## src/shared/art_defs.vh

```
// register map, field positions, reset values and counts for the auto-reload timer
`ifndef ART_DEFS_VH
`define ART_DEFS_VH

// ************************************************************
// register byte offsets
// ************************************************************
`define ART_OFS_CTRL      8'h00
`define ART_OFS_CNT_LO    8'h04
`define ART_OFS_CNT_HI    8'h08
`define ART_OFS_RL_LO     8'h0C
`define ART_OFS_RL_HI     8'h10
`define ART_OFS_CKCTRL    8'h14
`define ART_OFS_INT_EN    8'h18
`define ART_OFS_IRQ_STAT  8'h1C
`define ART_OFS_IRQ_MASK  8'h20

// ************************************************************
// field positions
// ************************************************************
`define ART_CTRL_HOF      7
`define ART_CTRL_LOF      6
`define ART_CTRL_LBIE     5
`define ART_CTRL_CAP      4
`define ART_CTRL_SPLIT    3
`define ART_CTRL_RUN      2
`define ART_CKC_LOW       0
`define ART_CKC_HIGH      1
`define ART_IRQ_HIGH      0
`define ART_IRQ_LOW       1

// ************************************************************
// reset values and encodings
// ************************************************************
`define ART_CTRL_RST      8'h00
`define ART_CKC_RST       2'h0
`define ART_MASK_RST      2'h3
`define ART_XSEL_DIV12    2'h0
`define ART_XSEL_RTC      2'h1
`define ART_XSEL_RSVD     2'h2
`define ART_XSEL_EXT8     2'h3
`define ART_RESP_OKAY     2'h0
`define ART_RESP_SLVERR   2'h2

// ************************************************************
// timing counts
// ************************************************************
`define ART_DIV12_LAST    4'hB
`define ART_EXT8_LAST     3'h7

`endif

```

## src/rtl/art_sync.v

```verilog
// three-stage pin synchroniser with agreement filter and rising-edge pulse
`timescale 1ns/1ps
`default_nettype none

module art_sync (
  input  wire mclk,
  input  wire rst,
  input  wire din,
  output reg  level,
  output reg  rise
);

  reg q1;
  reg q2;
  reg q3;

  // q1 feeds q2 only; a change counts once q2 and q3 agree
  always @(posedge mclk) begin
    if (rst) begin
      q1    <= 1'b0;
      q2    <= 1'b0;
      q3    <= 1'b0;
      level <= 1'b0;
      rise  <= 1'b0;
    end else begin
      q1    <= din;
      q2    <= q1;
      q3    <= q2;
      if (q2 == q3) begin
        level <= q3;
      end
      rise  <= (q2 == q3) & q3 & ~level;
    end
  end

endmodule // art_sync

`default_nettype wire

```

## src/rtl/art_timer.v

```verilog
// auto-reload 16/8-bit timer with oscillator capture, AXI4-Lite register slave
//
// Added by the designer: the address map and the AXI4-Lite register port.
`timescale 1ns/1ps
`default_nettype none
`include "art_defs.vh"

module art_timer (
  input  wire        mclk,
  input  wire        rst,
  // axi4-lite slave
  input  wire [7:0]  s_axi_awaddr,
  input  wire        s_axi_awvalid,
  output wire        s_axi_awready,
  input  wire [31:0] s_axi_wdata,
  input  wire [3:0]  s_axi_wstrb,
  input  wire        s_axi_wvalid,
  output wire        s_axi_wready,
  output reg  [1:0]  s_axi_bresp,
  output reg         s_axi_bvalid,
  input  wire        s_axi_bready,
  input  wire [7:0]  s_axi_araddr,
  input  wire        s_axi_arvalid,
  output wire        s_axi_arready,
  output reg  [31:0] s_axi_rdata,
  output reg  [1:0]  s_axi_rresp,
  output reg         s_axi_rvalid,
  input  wire        s_axi_rready,
  // oscillator inputs from pins
  input  wire        rtc_clk_pin,
  input  wire        ext_osc_pin,
  // interrupt request
  output wire        irq
);

  // ************************************************************
  // registers
  // ************************************************************
  reg  [7:0]  timer_control_reg;
  reg  [15:0] count;
  reg  [15:0] reload;
  reg  [1:0]  clock_control_reg;
  reg         extended_interrupt_enable_reg;
  reg  [1:0]  irq_status;
  reg  [1:0]  irq_mask;

  wire        high_overflow_flag        = timer_control_reg[`ART_CTRL_HOF];
  wire        low_overflow_flag         = timer_control_reg[`ART_CTRL_LOF];
  wire        low_byte_interrupt_enable = timer_control_reg[`ART_CTRL_LBIE];
  wire        capture_enable            = timer_control_reg[`ART_CTRL_CAP];
  wire        split_select              = timer_control_reg[`ART_CTRL_SPLIT];
  wire        run_control               = timer_control_reg[`ART_CTRL_RUN];
  wire [1:0]  external_select           = timer_control_reg[1:0];
  wire        low_byte_clock_select     = clock_control_reg[`ART_CKC_LOW];
  wire        high_byte_clock_select    = clock_control_reg[`ART_CKC_HIGH];

  // ************************************************************
  // axi write channel
  // ************************************************************
  reg         aw_held;
  reg  [7:0]  aw_addr;
  reg         w_held;
  reg  [31:0] w_data;
  reg  [3:0]  w_strb;
  wire        do_write;
  wire        wr_lane0;
  reg         wr_mapped;

  assign s_axi_awready = ~aw_held & ~s_axi_bvalid;
  assign s_axi_wready  = ~w_held & ~s_axi_bvalid;
  // the write lands one cycle after both halves are held
  assign do_write      = aw_held & w_held & ~s_axi_bvalid;
  assign wr_lane0      = do_write & w_strb[0];

  // address and data are latched independently, in either order
  always @(posedge mclk) begin
    if (rst) begin
      aw_held      <= 1'b0;
      aw_addr      <= 8'h00;
      w_held       <= 1'b0;
      w_data       <= 32'h00000000;
      w_strb       <= 4'h0;
      s_axi_bvalid <= 1'b0;
      s_axi_bresp  <= `ART_RESP_OKAY;
    end else begin
      if (s_axi_awvalid && s_axi_awready) begin
        aw_held <= 1'b1;
        aw_addr <= s_axi_awaddr;
      end
      if (s_axi_wvalid && s_axi_wready) begin
        w_held <= 1'b1;
        w_data <= s_axi_wdata;
        w_strb <= s_axi_wstrb;
      end
      if (do_write) begin
        aw_held      <= 1'b0;
        w_held       <= 1'b0;
        s_axi_bvalid <= 1'b1;
        s_axi_bresp  <= wr_mapped ? `ART_RESP_OKAY : `ART_RESP_SLVERR;
      end else if (s_axi_bready) begin
        s_axi_bvalid <= 1'b0;
      end
    end
  end

  // write address decode, one strobe per register
  reg wr_ctrl;
  reg wr_cnt_lo;
  reg wr_cnt_hi;
  reg wr_rl_lo;
  reg wr_rl_hi;
  reg wr_ckc;
  reg wr_ien;
  reg wr_stat;
  reg wr_mask;

  always @* begin
    wr_ctrl   = 1'b0;
    wr_cnt_lo = 1'b0;
    wr_cnt_hi = 1'b0;
    wr_rl_lo  = 1'b0;
    wr_rl_hi  = 1'b0;
    wr_ckc    = 1'b0;
    wr_ien    = 1'b0;
    wr_stat   = 1'b0;
    wr_mask   = 1'b0;
    wr_mapped = 1'b1;
    case ({aw_addr[7:2], 2'b00})
      `ART_OFS_CTRL:     wr_ctrl   = wr_lane0;
      `ART_OFS_CNT_LO:   wr_cnt_lo = wr_lane0;
      `ART_OFS_CNT_HI:   wr_cnt_hi = wr_lane0;
      `ART_OFS_RL_LO:    wr_rl_lo  = wr_lane0;
      `ART_OFS_RL_HI:    wr_rl_hi  = wr_lane0;
      `ART_OFS_CKCTRL:   wr_ckc    = wr_lane0;
      `ART_OFS_INT_EN:   wr_ien    = wr_lane0;
      `ART_OFS_IRQ_STAT: wr_stat   = wr_lane0;
      `ART_OFS_IRQ_MASK: wr_mask   = wr_lane0;
      default:           wr_mapped = 1'b0;
    endcase
  end

  // ************************************************************
  // clock sources
  // ************************************************************
  wire rtc_level;
  wire rtc_rise;
  wire ext_level;
  wire ext_rise;

  // asynchronous oscillators only reach the counter through these
  art_sync u_rtc_sync (
    .mclk  (mclk),
    .rst   (rst),
    .din   (rtc_clk_pin),
    .level (rtc_level),
    .rise  (rtc_rise)
  );

  art_sync u_ext_sync (
    .mclk  (mclk),
    .rst   (rst),
    .din   (ext_osc_pin),
    .level (ext_level),
    .rise  (ext_rise)
  );

  reg  [3:0] div12_cnt;
  reg  [2:0] ext8_cnt;
  wire       div12_tick = (div12_cnt == `ART_DIV12_LAST);
  wire       ext8_tick  = ext_rise & (ext8_cnt == `ART_EXT8_LAST);

  // free-running prescalers: /12 of mclk, /8 of synchronised ext edges
  always @(posedge mclk) begin
    if (rst) begin
      div12_cnt <= 4'h0;
      ext8_cnt  <= 3'h0;
    end else begin
      div12_cnt <= div12_tick ? 4'h0 : div12_cnt + 4'h1;
      if (ext_rise) begin
        ext8_cnt <= ext8_cnt + 3'h1;
      end
    end
  end

  // shared "external" tick picked by the two-bit select
  reg ext_tick;
  always @* begin
    case (external_select)
      `ART_XSEL_DIV12: ext_tick = div12_tick;
      `ART_XSEL_RTC:   ext_tick = rtc_rise;
      `ART_XSEL_EXT8:  ext_tick = ext8_tick;
      default:         ext_tick = 1'b0;
    endcase
  end

  // per-byte choice of system clock or the external tick
  wire [1:0] byte_sel = {high_byte_clock_select, low_byte_clock_select};
  wire [1:0] byte_tick;
  genvar gi;
  generate
    for (gi = 0; gi < 2; gi = gi + 1) begin : g_byte_clk
      assign byte_tick[gi] = byte_sel[gi] ? 1'b1 : ext_tick;
    end
  endgenerate

  // capture trigger: rtc edge, or every eighth ext clock
  wire cap_trig = external_select[1] ? ext8_tick : rtc_rise;
  wire cap_evt  = capture_enable & cap_trig;

  // ************************************************************
  // counting
  // ************************************************************
  reg [15:0] next_count;
  reg [15:0] next_reload;
  reg        hi_wrap;
  reg        lo_wrap;

  always @* begin
    next_count  = count;
    next_reload = reload;
    hi_wrap     = 1'b0;
    lo_wrap     = 1'b0;
    if (!split_select) begin
      // full counter, clocked by the low-byte source
      if (run_control && byte_tick[0]) begin
        lo_wrap = (count[7:0] == 8'hFF);
        if (count == 16'hFFFF) begin
          hi_wrap    = 1'b1;
          // capture keeps counting so differences stay meaningful
          next_count = capture_enable ? 16'h0000 : reload;
        end else begin
          next_count = count + 16'h0001;
        end
      end
    end else begin
      // low byte ignores run control in split mode
      if (byte_tick[0]) begin
        if (count[7:0] == 8'hFF) begin
          lo_wrap          = 1'b1;
          next_count[7:0]  = reload[7:0];
        end else begin
          next_count[7:0]  = count[7:0] + 8'h01;
        end
      end
      if (run_control && byte_tick[1]) begin
        if (count[15:8] == 8'hFF) begin
          hi_wrap          = 1'b1;
          next_count[15:8] = reload[15:8];
        end else begin
          next_count[15:8] = count[15:8] + 8'h01;
        end
      end
    end
    if (cap_evt) begin
      next_reload = count;
    end
  end

  wire hi_set = hi_wrap | cap_evt;

  // software writes to count or reload take priority over hardware
  always @(posedge mclk) begin
    if (rst) begin
      count  <= 16'h0000;
      reload <= 16'h0000;
    end else begin
      count[7:0]   <= wr_cnt_lo ? w_data[7:0] : next_count[7:0];
      count[15:8]  <= wr_cnt_hi ? w_data[7:0] : next_count[15:8];
      reload[7:0]  <= wr_rl_lo  ? w_data[7:0] : next_reload[7:0];
      reload[15:8] <= wr_rl_hi  ? w_data[7:0] : next_reload[15:8];
    end
  end

  // ************************************************************
  // control and flags
  // ************************************************************
  // flags set by hardware or by a control write of one; a same-cycle zero write loses
  always @(posedge mclk) begin
    if (rst) begin
      timer_control_reg             <= `ART_CTRL_RST;
      clock_control_reg             <= `ART_CKC_RST;
      extended_interrupt_enable_reg <= 1'b0;
      irq_mask                      <= `ART_MASK_RST;
    end else begin
      if (wr_ctrl) begin
        timer_control_reg <= w_data[7:0];
      end
      if (hi_set) begin
        timer_control_reg[`ART_CTRL_HOF] <= 1'b1;
      end
      if (lo_wrap) begin
        timer_control_reg[`ART_CTRL_LOF] <= 1'b1;
      end
      if (wr_ckc) begin
        clock_control_reg <= w_data[1:0];
      end
      if (wr_ien) begin
        extended_interrupt_enable_reg <= w_data[0];
      end
      if (wr_mask) begin
        irq_mask <= w_data[1:0];
      end
    end
  end

  // ************************************************************
  // interrupts
  // ************************************************************
  // low-byte events count only with the low-byte enable set
  wire [1:0] irq_evt = {lo_wrap & low_byte_interrupt_enable, hi_set};

  // sticky, write-one-to-clear; a new event beats the clear
  always @(posedge mclk) begin
    if (rst) begin
      irq_status <= 2'h0;
    end else begin
      irq_status <= (irq_status & ~(wr_stat ? w_data[1:0] : 2'h0)) | irq_evt;
    end
  end

  assign irq = extended_interrupt_enable_reg & |(irq_status & irq_mask);

  // ************************************************************
  // axi read channel
  // ************************************************************
  reg [31:0] rd_mux;
  reg        rd_mapped;

  always @* begin
    rd_mux    = 32'h00000000;
    rd_mapped = 1'b1;
    case ({s_axi_araddr[7:2], 2'b00})
      `ART_OFS_CTRL:     rd_mux[7:0] = timer_control_reg;
      `ART_OFS_CNT_LO:   rd_mux[7:0] = count[7:0];
      `ART_OFS_CNT_HI:   rd_mux[7:0] = count[15:8];
      `ART_OFS_RL_LO:    rd_mux[7:0] = reload[7:0];
      `ART_OFS_RL_HI:    rd_mux[7:0] = reload[15:8];
      `ART_OFS_CKCTRL:   rd_mux[1:0] = clock_control_reg;
      `ART_OFS_INT_EN:   rd_mux[0]   = extended_interrupt_enable_reg;
      `ART_OFS_IRQ_STAT: rd_mux[1:0] = irq_status;
      `ART_OFS_IRQ_MASK: rd_mux[1:0] = irq_mask;
      default:           rd_mapped   = 1'b0;
    endcase
  end

  assign s_axi_arready = ~s_axi_rvalid;

  // one read in flight; data registered on the address handshake
  always @(posedge mclk) begin
    if (rst) begin
      s_axi_rvalid <= 1'b0;
      s_axi_rdata  <= 32'h00000000;
      s_axi_rresp  <= `ART_RESP_OKAY;
    end else if (s_axi_arvalid && s_axi_arready) begin
      s_axi_rvalid <= 1'b1;
      s_axi_rdata  <= rd_mux;
      s_axi_rresp  <= rd_mapped ? `ART_RESP_OKAY : `ART_RESP_SLVERR;
    end else if (s_axi_rready) begin
      s_axi_rvalid <= 1'b0;
    end
  end

  // synchronised levels kept for visibility only through edges
  wire unused_levels = rtc_level ^ ext_level ^ low_overflow_flag ^ high_overflow_flag
                       ^ (|w_data[31:8]) ^ (|w_strb[3:1]);

endmodule // art_timer

`default_nettype wire

```

## config.mk

```make
export PLATFORM = sky130hd
export DESIGN_NAME = art_timer
export DESIGN_NICKNAME = d
export VERILOG_FILES = /design/src/rtl/art_sync.v /design/src/rtl/art_timer.v
export VERILOG_INCLUDE_DIRS = /design/src /design/src/shared
export SDC_FILE = /design/constraint.sdc
export NUM_CORES = 1
export LEC_CHECK = 0
export ABC_AREA = 1
export BUFFER_PORTS_ARGS = -buffer_cell sky130_fd_sc_hd__buf_2
export CAP_MARGIN = 25
export CORE_ASPECT_RATIO = 2
export CORE_MARGIN = 8
export CORE_UTILIZATION = 55
export CTS_BUF_LIST = sky130_fd_sc_hd__clkbuf_8
export CTS_CLUSTER_SIZE = 20
export DETAILED_ROUTE_END_ITERATION = 10
export PLACE_DENSITY_LB_ADDON = 0.25
export SYNTH_ARGS = -nofsm -noshare
export SYNTH_HDL_FRONTEND = slang
export SYNTH_SLANG_ARGS = --single-unit
```

## constraint.sdc

```tcl
create_clock -name mclk -period 3.7 [get_ports mclk]
set_input_delay 0.185 -clock mclk [delete_from_list [all_inputs] [get_ports mclk]]
set_output_delay 0.185 -clock mclk [all_outputs]
set_load 0.01 [all_outputs]
```

# Yosys cells after proc, flatten, opt, wreduce, memory -nomap -nowiden
# Cells that the tools add are included.
# op_classes
n_addsub,5
n_eq_ne,27
n_reduce_logical,23
n_bitwise,24
n_mux,50
# op_table
op,n
16-bit 2-to-1 mux,5
8-bit 2-to-1 mux,9
6-bit by 3-bit == test with 1-bit output (second input constant),8
6-bit one-hot mux with 5 select lines,1
1-bit 2-to-1 mux,29
6-bit by 2-bit == test with 1-bit output (second input constant),4
9-bit OR reduction,2
16-bit by 1-bit adder with 16-bit output (second input constant),1
8-bit by 1-bit adder with 8-bit output (second input constant),2
16-bit == test (second input constant),1
8-bit == test (second input constant),2
1-bit bitwise AND,13
6-bit by 1-bit == test with 1-bit output (second input constant),2
6-bit by 4-bit == test with 1-bit output (second input constant),2
6-bit zero test,2
2-bit nonzero test,6
1-bit one-hot mux with 9 select lines,1
1-bit one-hot mux with 8 select lines,1
2-bit 2-to-1 mux,3
3-bit by 1-bit inequality test with 1-bit output (second input constant),2
1-bit NOT,6
3-bit nonzero test,2
2-bit OR reduction,3
1-bit logical AND,5
other kinds (14),17
# word_totals
register_bits,97
elab_cells,162
output_inout_bits,42
inputBits,61

# Longest topological paths before layout
# logic_depth
word_depth,9
depth_mapped,13
depth_no_buf,13

# Modules after synthesis
# From an unflattened synthesis, not the netlist that was laid out.
# unflattened
hier_cells,776
area_unflattened_um2,5256.3
# by_module_without_submodules
mod,cells_per_inst,instances,area_each_um2,seq_area_each_um2
art_timer,736,1,4926.0,1661.6
art_sync,20,2,165.2,100.1

# Least setup slack after synthesis
# OpenSTA, ideal clock, no wires.
# synth_path
path_type,reg-to-reg
from,register ext8_cnt[0]
to,register reload[10]
required_ps,3565
path_slack_ps,2039
setup_ps,135
n_path_buf,1
arrival_ps,1527
path_stages_with_launch,10
synth_period_minus_slack_ps,1661
path_cell_list,dfxtp_1 -> ha_1 -> ha_1 -> nand3_1 -> nand2_1 -> nand2_1 -> clkbuf_1 -> nor2_1 -> a211oi_1 -> a211oi_1
# synth_via
elab_chain_len,5
# synth_lines
element,line_no,source
"start, declared",art_timer.v:168,reg [2:0] ext8_cnt;
"start signal, assigned",art_timer.v:180,ext8_cnt <= ext8_cnt + 3'h1;
3-bit == test (no line),n/a,
1-bit bitwise AND,art_timer.v:170,wire ext8_tick = ext_rise & (ext8_cnt == `ART_EXT8_LAST);
1-bit 2-to-1 mux,art_timer.v:207,wire cap_trig = external_select[1] ? ext8_tick : rtc_rise;
1-bit bitwise AND,art_timer.v:208,wire cap_evt = capture_enable & cap_trig;
2-bit nonzero test (no line),n/a,
"end signal, assigned",art_timer.v:270,reload[15:8] <= wr_rl_hi ? w_data[7:0] : next_reload[15:8];
"end, declared",art_timer.v:41,reg [15:0] reload;
# No other way between the ends.
# A chain may end at the register's enable or synchronous reset.

# Final worst setup path
# layout_path
from,register timer_control_reg[3]
to,register count[11]
# layout_via
elab_chain_len,2
elab_cells_between_ends,5
cone_classes,1 x eq/ne; 2 x mux; 2 x reduce/logical
# layout_lines
element,line_no,source
"start, declared",art_timer.v:39,reg [7:0] timer_control_reg;
"start signal, assigned",art_timer.v:280,timer_control_reg <= `ART_CTRL_RST;
"start signal, assigned",art_timer.v:286,timer_control_reg <= w_data[7:0];
"3-bit by 1-bit inequality test with 1-bit output (no line), or another cell as far along",n/a,
2-bit AND reduction (no line) or 8-bit 2-to-1 mux (tied branches),n/a,
"end signal, assigned",art_timer.v:268,count[15:8] <= wr_cnt_hi ? w_data[7:0] : next_count[15:8];
"end, declared",art_timer.v:40,reg [15:0] count;
# Several ways; a longest one is shown, not always the timed one.

==> results.py <==
metrics = {
    "outcome": {
        "status": "finished, final reports clean",
    },
    "clocking": {
        "clock_latency_ps": 370,
        "cts_tree": "built",
        "cts_root_buffer": "clkbuf_8",
        "cts_buffer_depth": 2,
        "path_clk_slew_ps": 100,
        "htree_levels": 3,
        "cts_buffers": 9,
        "post_cts_resized": 0,
        "cts_setup_buffers": 0,
        "cts.sinks": 93,
        "cts-hold-fix-buffers": 0,
    },
    "routing": {
        "route.detailed.drc": 0,
        "viasPerCell": 5.680,
        "routedWlPerCell_um": 18.39,
        "postRouteAntennaNets": 0,
        "vias": 5180,
        "routed_wl_um": 16770,
        "drt_iter0_markers": 398,
        "drtPass1Iterations": 7,
    },
    "worst_hold_path": {
        "hold_class": "input port to register",
        "hold_start": "ext_osc_pin",
    },
    "synthesis": {
        "mappedNetlistArea_um2": 5212,
        "yosys-top-cells-area": "dfxtp_1 36%, nand2_1 11%, nor2_1 7.7%, a21oi_1 7.0%, inv_1 6.2%",
        "synth-warning-count": 0,
        "synth_ff_type": "dfxtp_1",
        "synth_edf_count": 0,
        "synth.most_common_cell": "nand2_1",
        "synthArstFlopShare": 0,
        "ys_types": 40,
        "yosysTopAreaCell": "dfxtp_1",
        "ys_ff_latch": 93,
        "postSynthAreaPerCell_um2": 6.805,
        "synth.top_cell.area_share": 0.3572,
        "synth_cells": 766,
        "yosysSeqAreaShare": 0.3572,
        "synth_common_cells": "151 x nand2_1, 107 x nor2_1, 93 x dfxtp_1",
    },
    "critical_path": {
        "cp-startpoint": "timer_control_reg[3]",
        "required_ps": 3990,
        "setup.worst_path.class": "register to register",
        "critPathCaptureType": "register",
        "r2r_start": "timer_control_reg[3]",
        "cp_max_fo": 18,
        "crit_arrival_ps": 2570,
        "startpoint_type": "register",
    },
    "global_route": {
        "grt_pass1_vias": 5082,
        "grt_pass1_wl_um": 25950,
        "globalRouteTotalUtil": 0.2586,
        "antenna_found_initial": 0,
        "overflow": 0,
        "grt_start_max_net_pins": 44,
    },
    "cells_and_area": {
        "seq_area_um2": 1862,
        "multi_input_area_um2": 2784,
        "n_fill_cell": 948,
        "reg_top3": "count x16, reload x16",
        "drive_above_1_share": 0.1139,
        "area_delta_synth_final_pct": 7.657,
        "antenna_cells": 0,
        "nets": 871,
    },
    "timing": {
        "hold-worst-slack_ps": 22.27,
        "max_slew_margin": 0.6122,
        "final.setup.tns_ps": 0,
        "finalHoldViolCount": 0,
        "fmax_ghz": 0.4402,
        "skew_ps": 9.576,
        "fin_crit_ps": 2272,
        "tightest_slew_ps": 578.1,
        "final-setup-viol-count": 0,
        "rsz0062_at_grt": "no",
        "fin_crit_sh": 0.6140,
        "slew_viol_final": 0,
    },
    "floorplan": {
        "chipHeight_um": 153.7,
        "die_x_um": 84.84,
        "initial_core_util": 0.5592,
        "die_area_um2": 13040,
        "pin_count": 103,
        "rows": 50,
        "coreArea_um2": 9321,
    },
    "power": {
        "p_per_area_nw_per_um2": 350.9,
        "seqPwrFrac": 0.537,
        "p_comb_frac": 0.098,
        "peakVddDrop_v": 0.0003585,
        "power.leakage_nw": 2.598,
        "sw_frac_of_total": 0.2758,
        "p_switching_uw": 543.1,
        "clkPwrFrac": 0.365,
        "p_int_mw": 1.426,
    },
    "flow_run": {
        "cap_violations": 0,
    },
    "placement": {
        "port_buffers": 45,
        "hpwl_um": 12780,
        "gp_congestion": 0.9446,
    },
}
critical path, stage by stage, from the launching register on:
cell,delay [ps]
dfxtp_1,550
clkinv_1,580
nor2_1,240
nand2_1,70
nand2_1,310
inv_1,240
a21oi_1,210
stage by stage:
| stage | setup WS (ps) | instance area [µm²] | util | std cells | power (mW) |
|---|---|---|---|---|---|
| final | 1428 | 5612 | 0.6020 | 912 | 1.969 |
| after global routing | 1248 | 5612 | 0.6020 | 912 | 2.048 |
| after CTS | 1464 | 5612 | 0.6020 | 912 | 1.980 |
| after detailed placement | 1473 | 5404 | 0.5797 | 896 | 1.273 |
| after global placement | 1402 | 5376 | 0.5768 | 895 | 1.266 |
| after floorplan | 2039 | 5306 | - | 791 | 1.219 |
layout make-up:
| cell class | instances | share of cell area |
|---|---|---|
| clock buffers | 10 | 0.02453 |
| repair buffers | 48 | 0.04771 |
| inverters | 96 | 0.06421 |
| multi-input cells | 555 | 0.4961 |
| well taps | 104 | 0.02319 |
| clock inverters | 6 | 0.01249 |
| flip-flops and latches | 93 | 0.3318 |
cell usage in the layout (no fill, tap or decap), drive strengths merged:
cell type,n
nand2,161
nor2,114
inv,95
dfxtp,93
a21oi,73
o21ai,55
buf,48
nand3,36
a211oi,34
conb,26
nand4,11
clkbuf,10
xor2,7
o22ai,7
ha,7
clkinv,6
xnor2,3
a31oi,3
o2bb2ai,3
nor3,3
a41oi,2
o211ai,2
o21a,2
or2,1
nand3b,1
a22oi,1
o211a,1
o21bai,1
a311oi,1
bufinv,1
power groups by stage:
stage | registers [mW] | logic (mW) | clock network [mW]
4_1_cts | 1.06 | 0.192 | 0.730
5_1_grt | 1.06 | 0.212 | 0.773
3_5_place_dp | 1.08 | 0.191 | 0
6_report | 1.06 | 0.192 | 0.719
3_3_place_gp | 1.08 | 0.186 | 0
2_1_floorplan | 1.08 | 0.140 | 0
metal layers:
| layer | GRT usage | wire length (µm) |
|---|---|---|
| met5 | 0 | 0 |
| met4 | 0.1875 | 1053 |
| met3 | 0.03577 | 740 |
| met2 | 0.4802 | 9051 |
| met1 | 0.2512 | 5927 |
kinds of logic after synthesis:
group / Yosys count / share of synthesized area
flops: 93 / 0.3572
fa+ha+maj: 7 / 0.01680
buf+inv: 143 / 0.1267
compound gates: 185 / 0.2045
simple gates: 327 / 0.2772
xor+xnor: 10 / 0.01680
other cells: 1 / 0.0007194
path summary, 6_finish.rpt:
| check | end | slack, ps | cells past startpoint |
|---|---|---|---|
| max | count[11] | 1430 | 6 |
| min | u_ext_sync.q1 | 20 | 3 |
| max reg2reg | count[11] | 1430 | 6 |
| min reg2reg | u_rtc_sync.q2 | 410 | 2 |
Note: power is estimated with default switching activity, not from simulation.
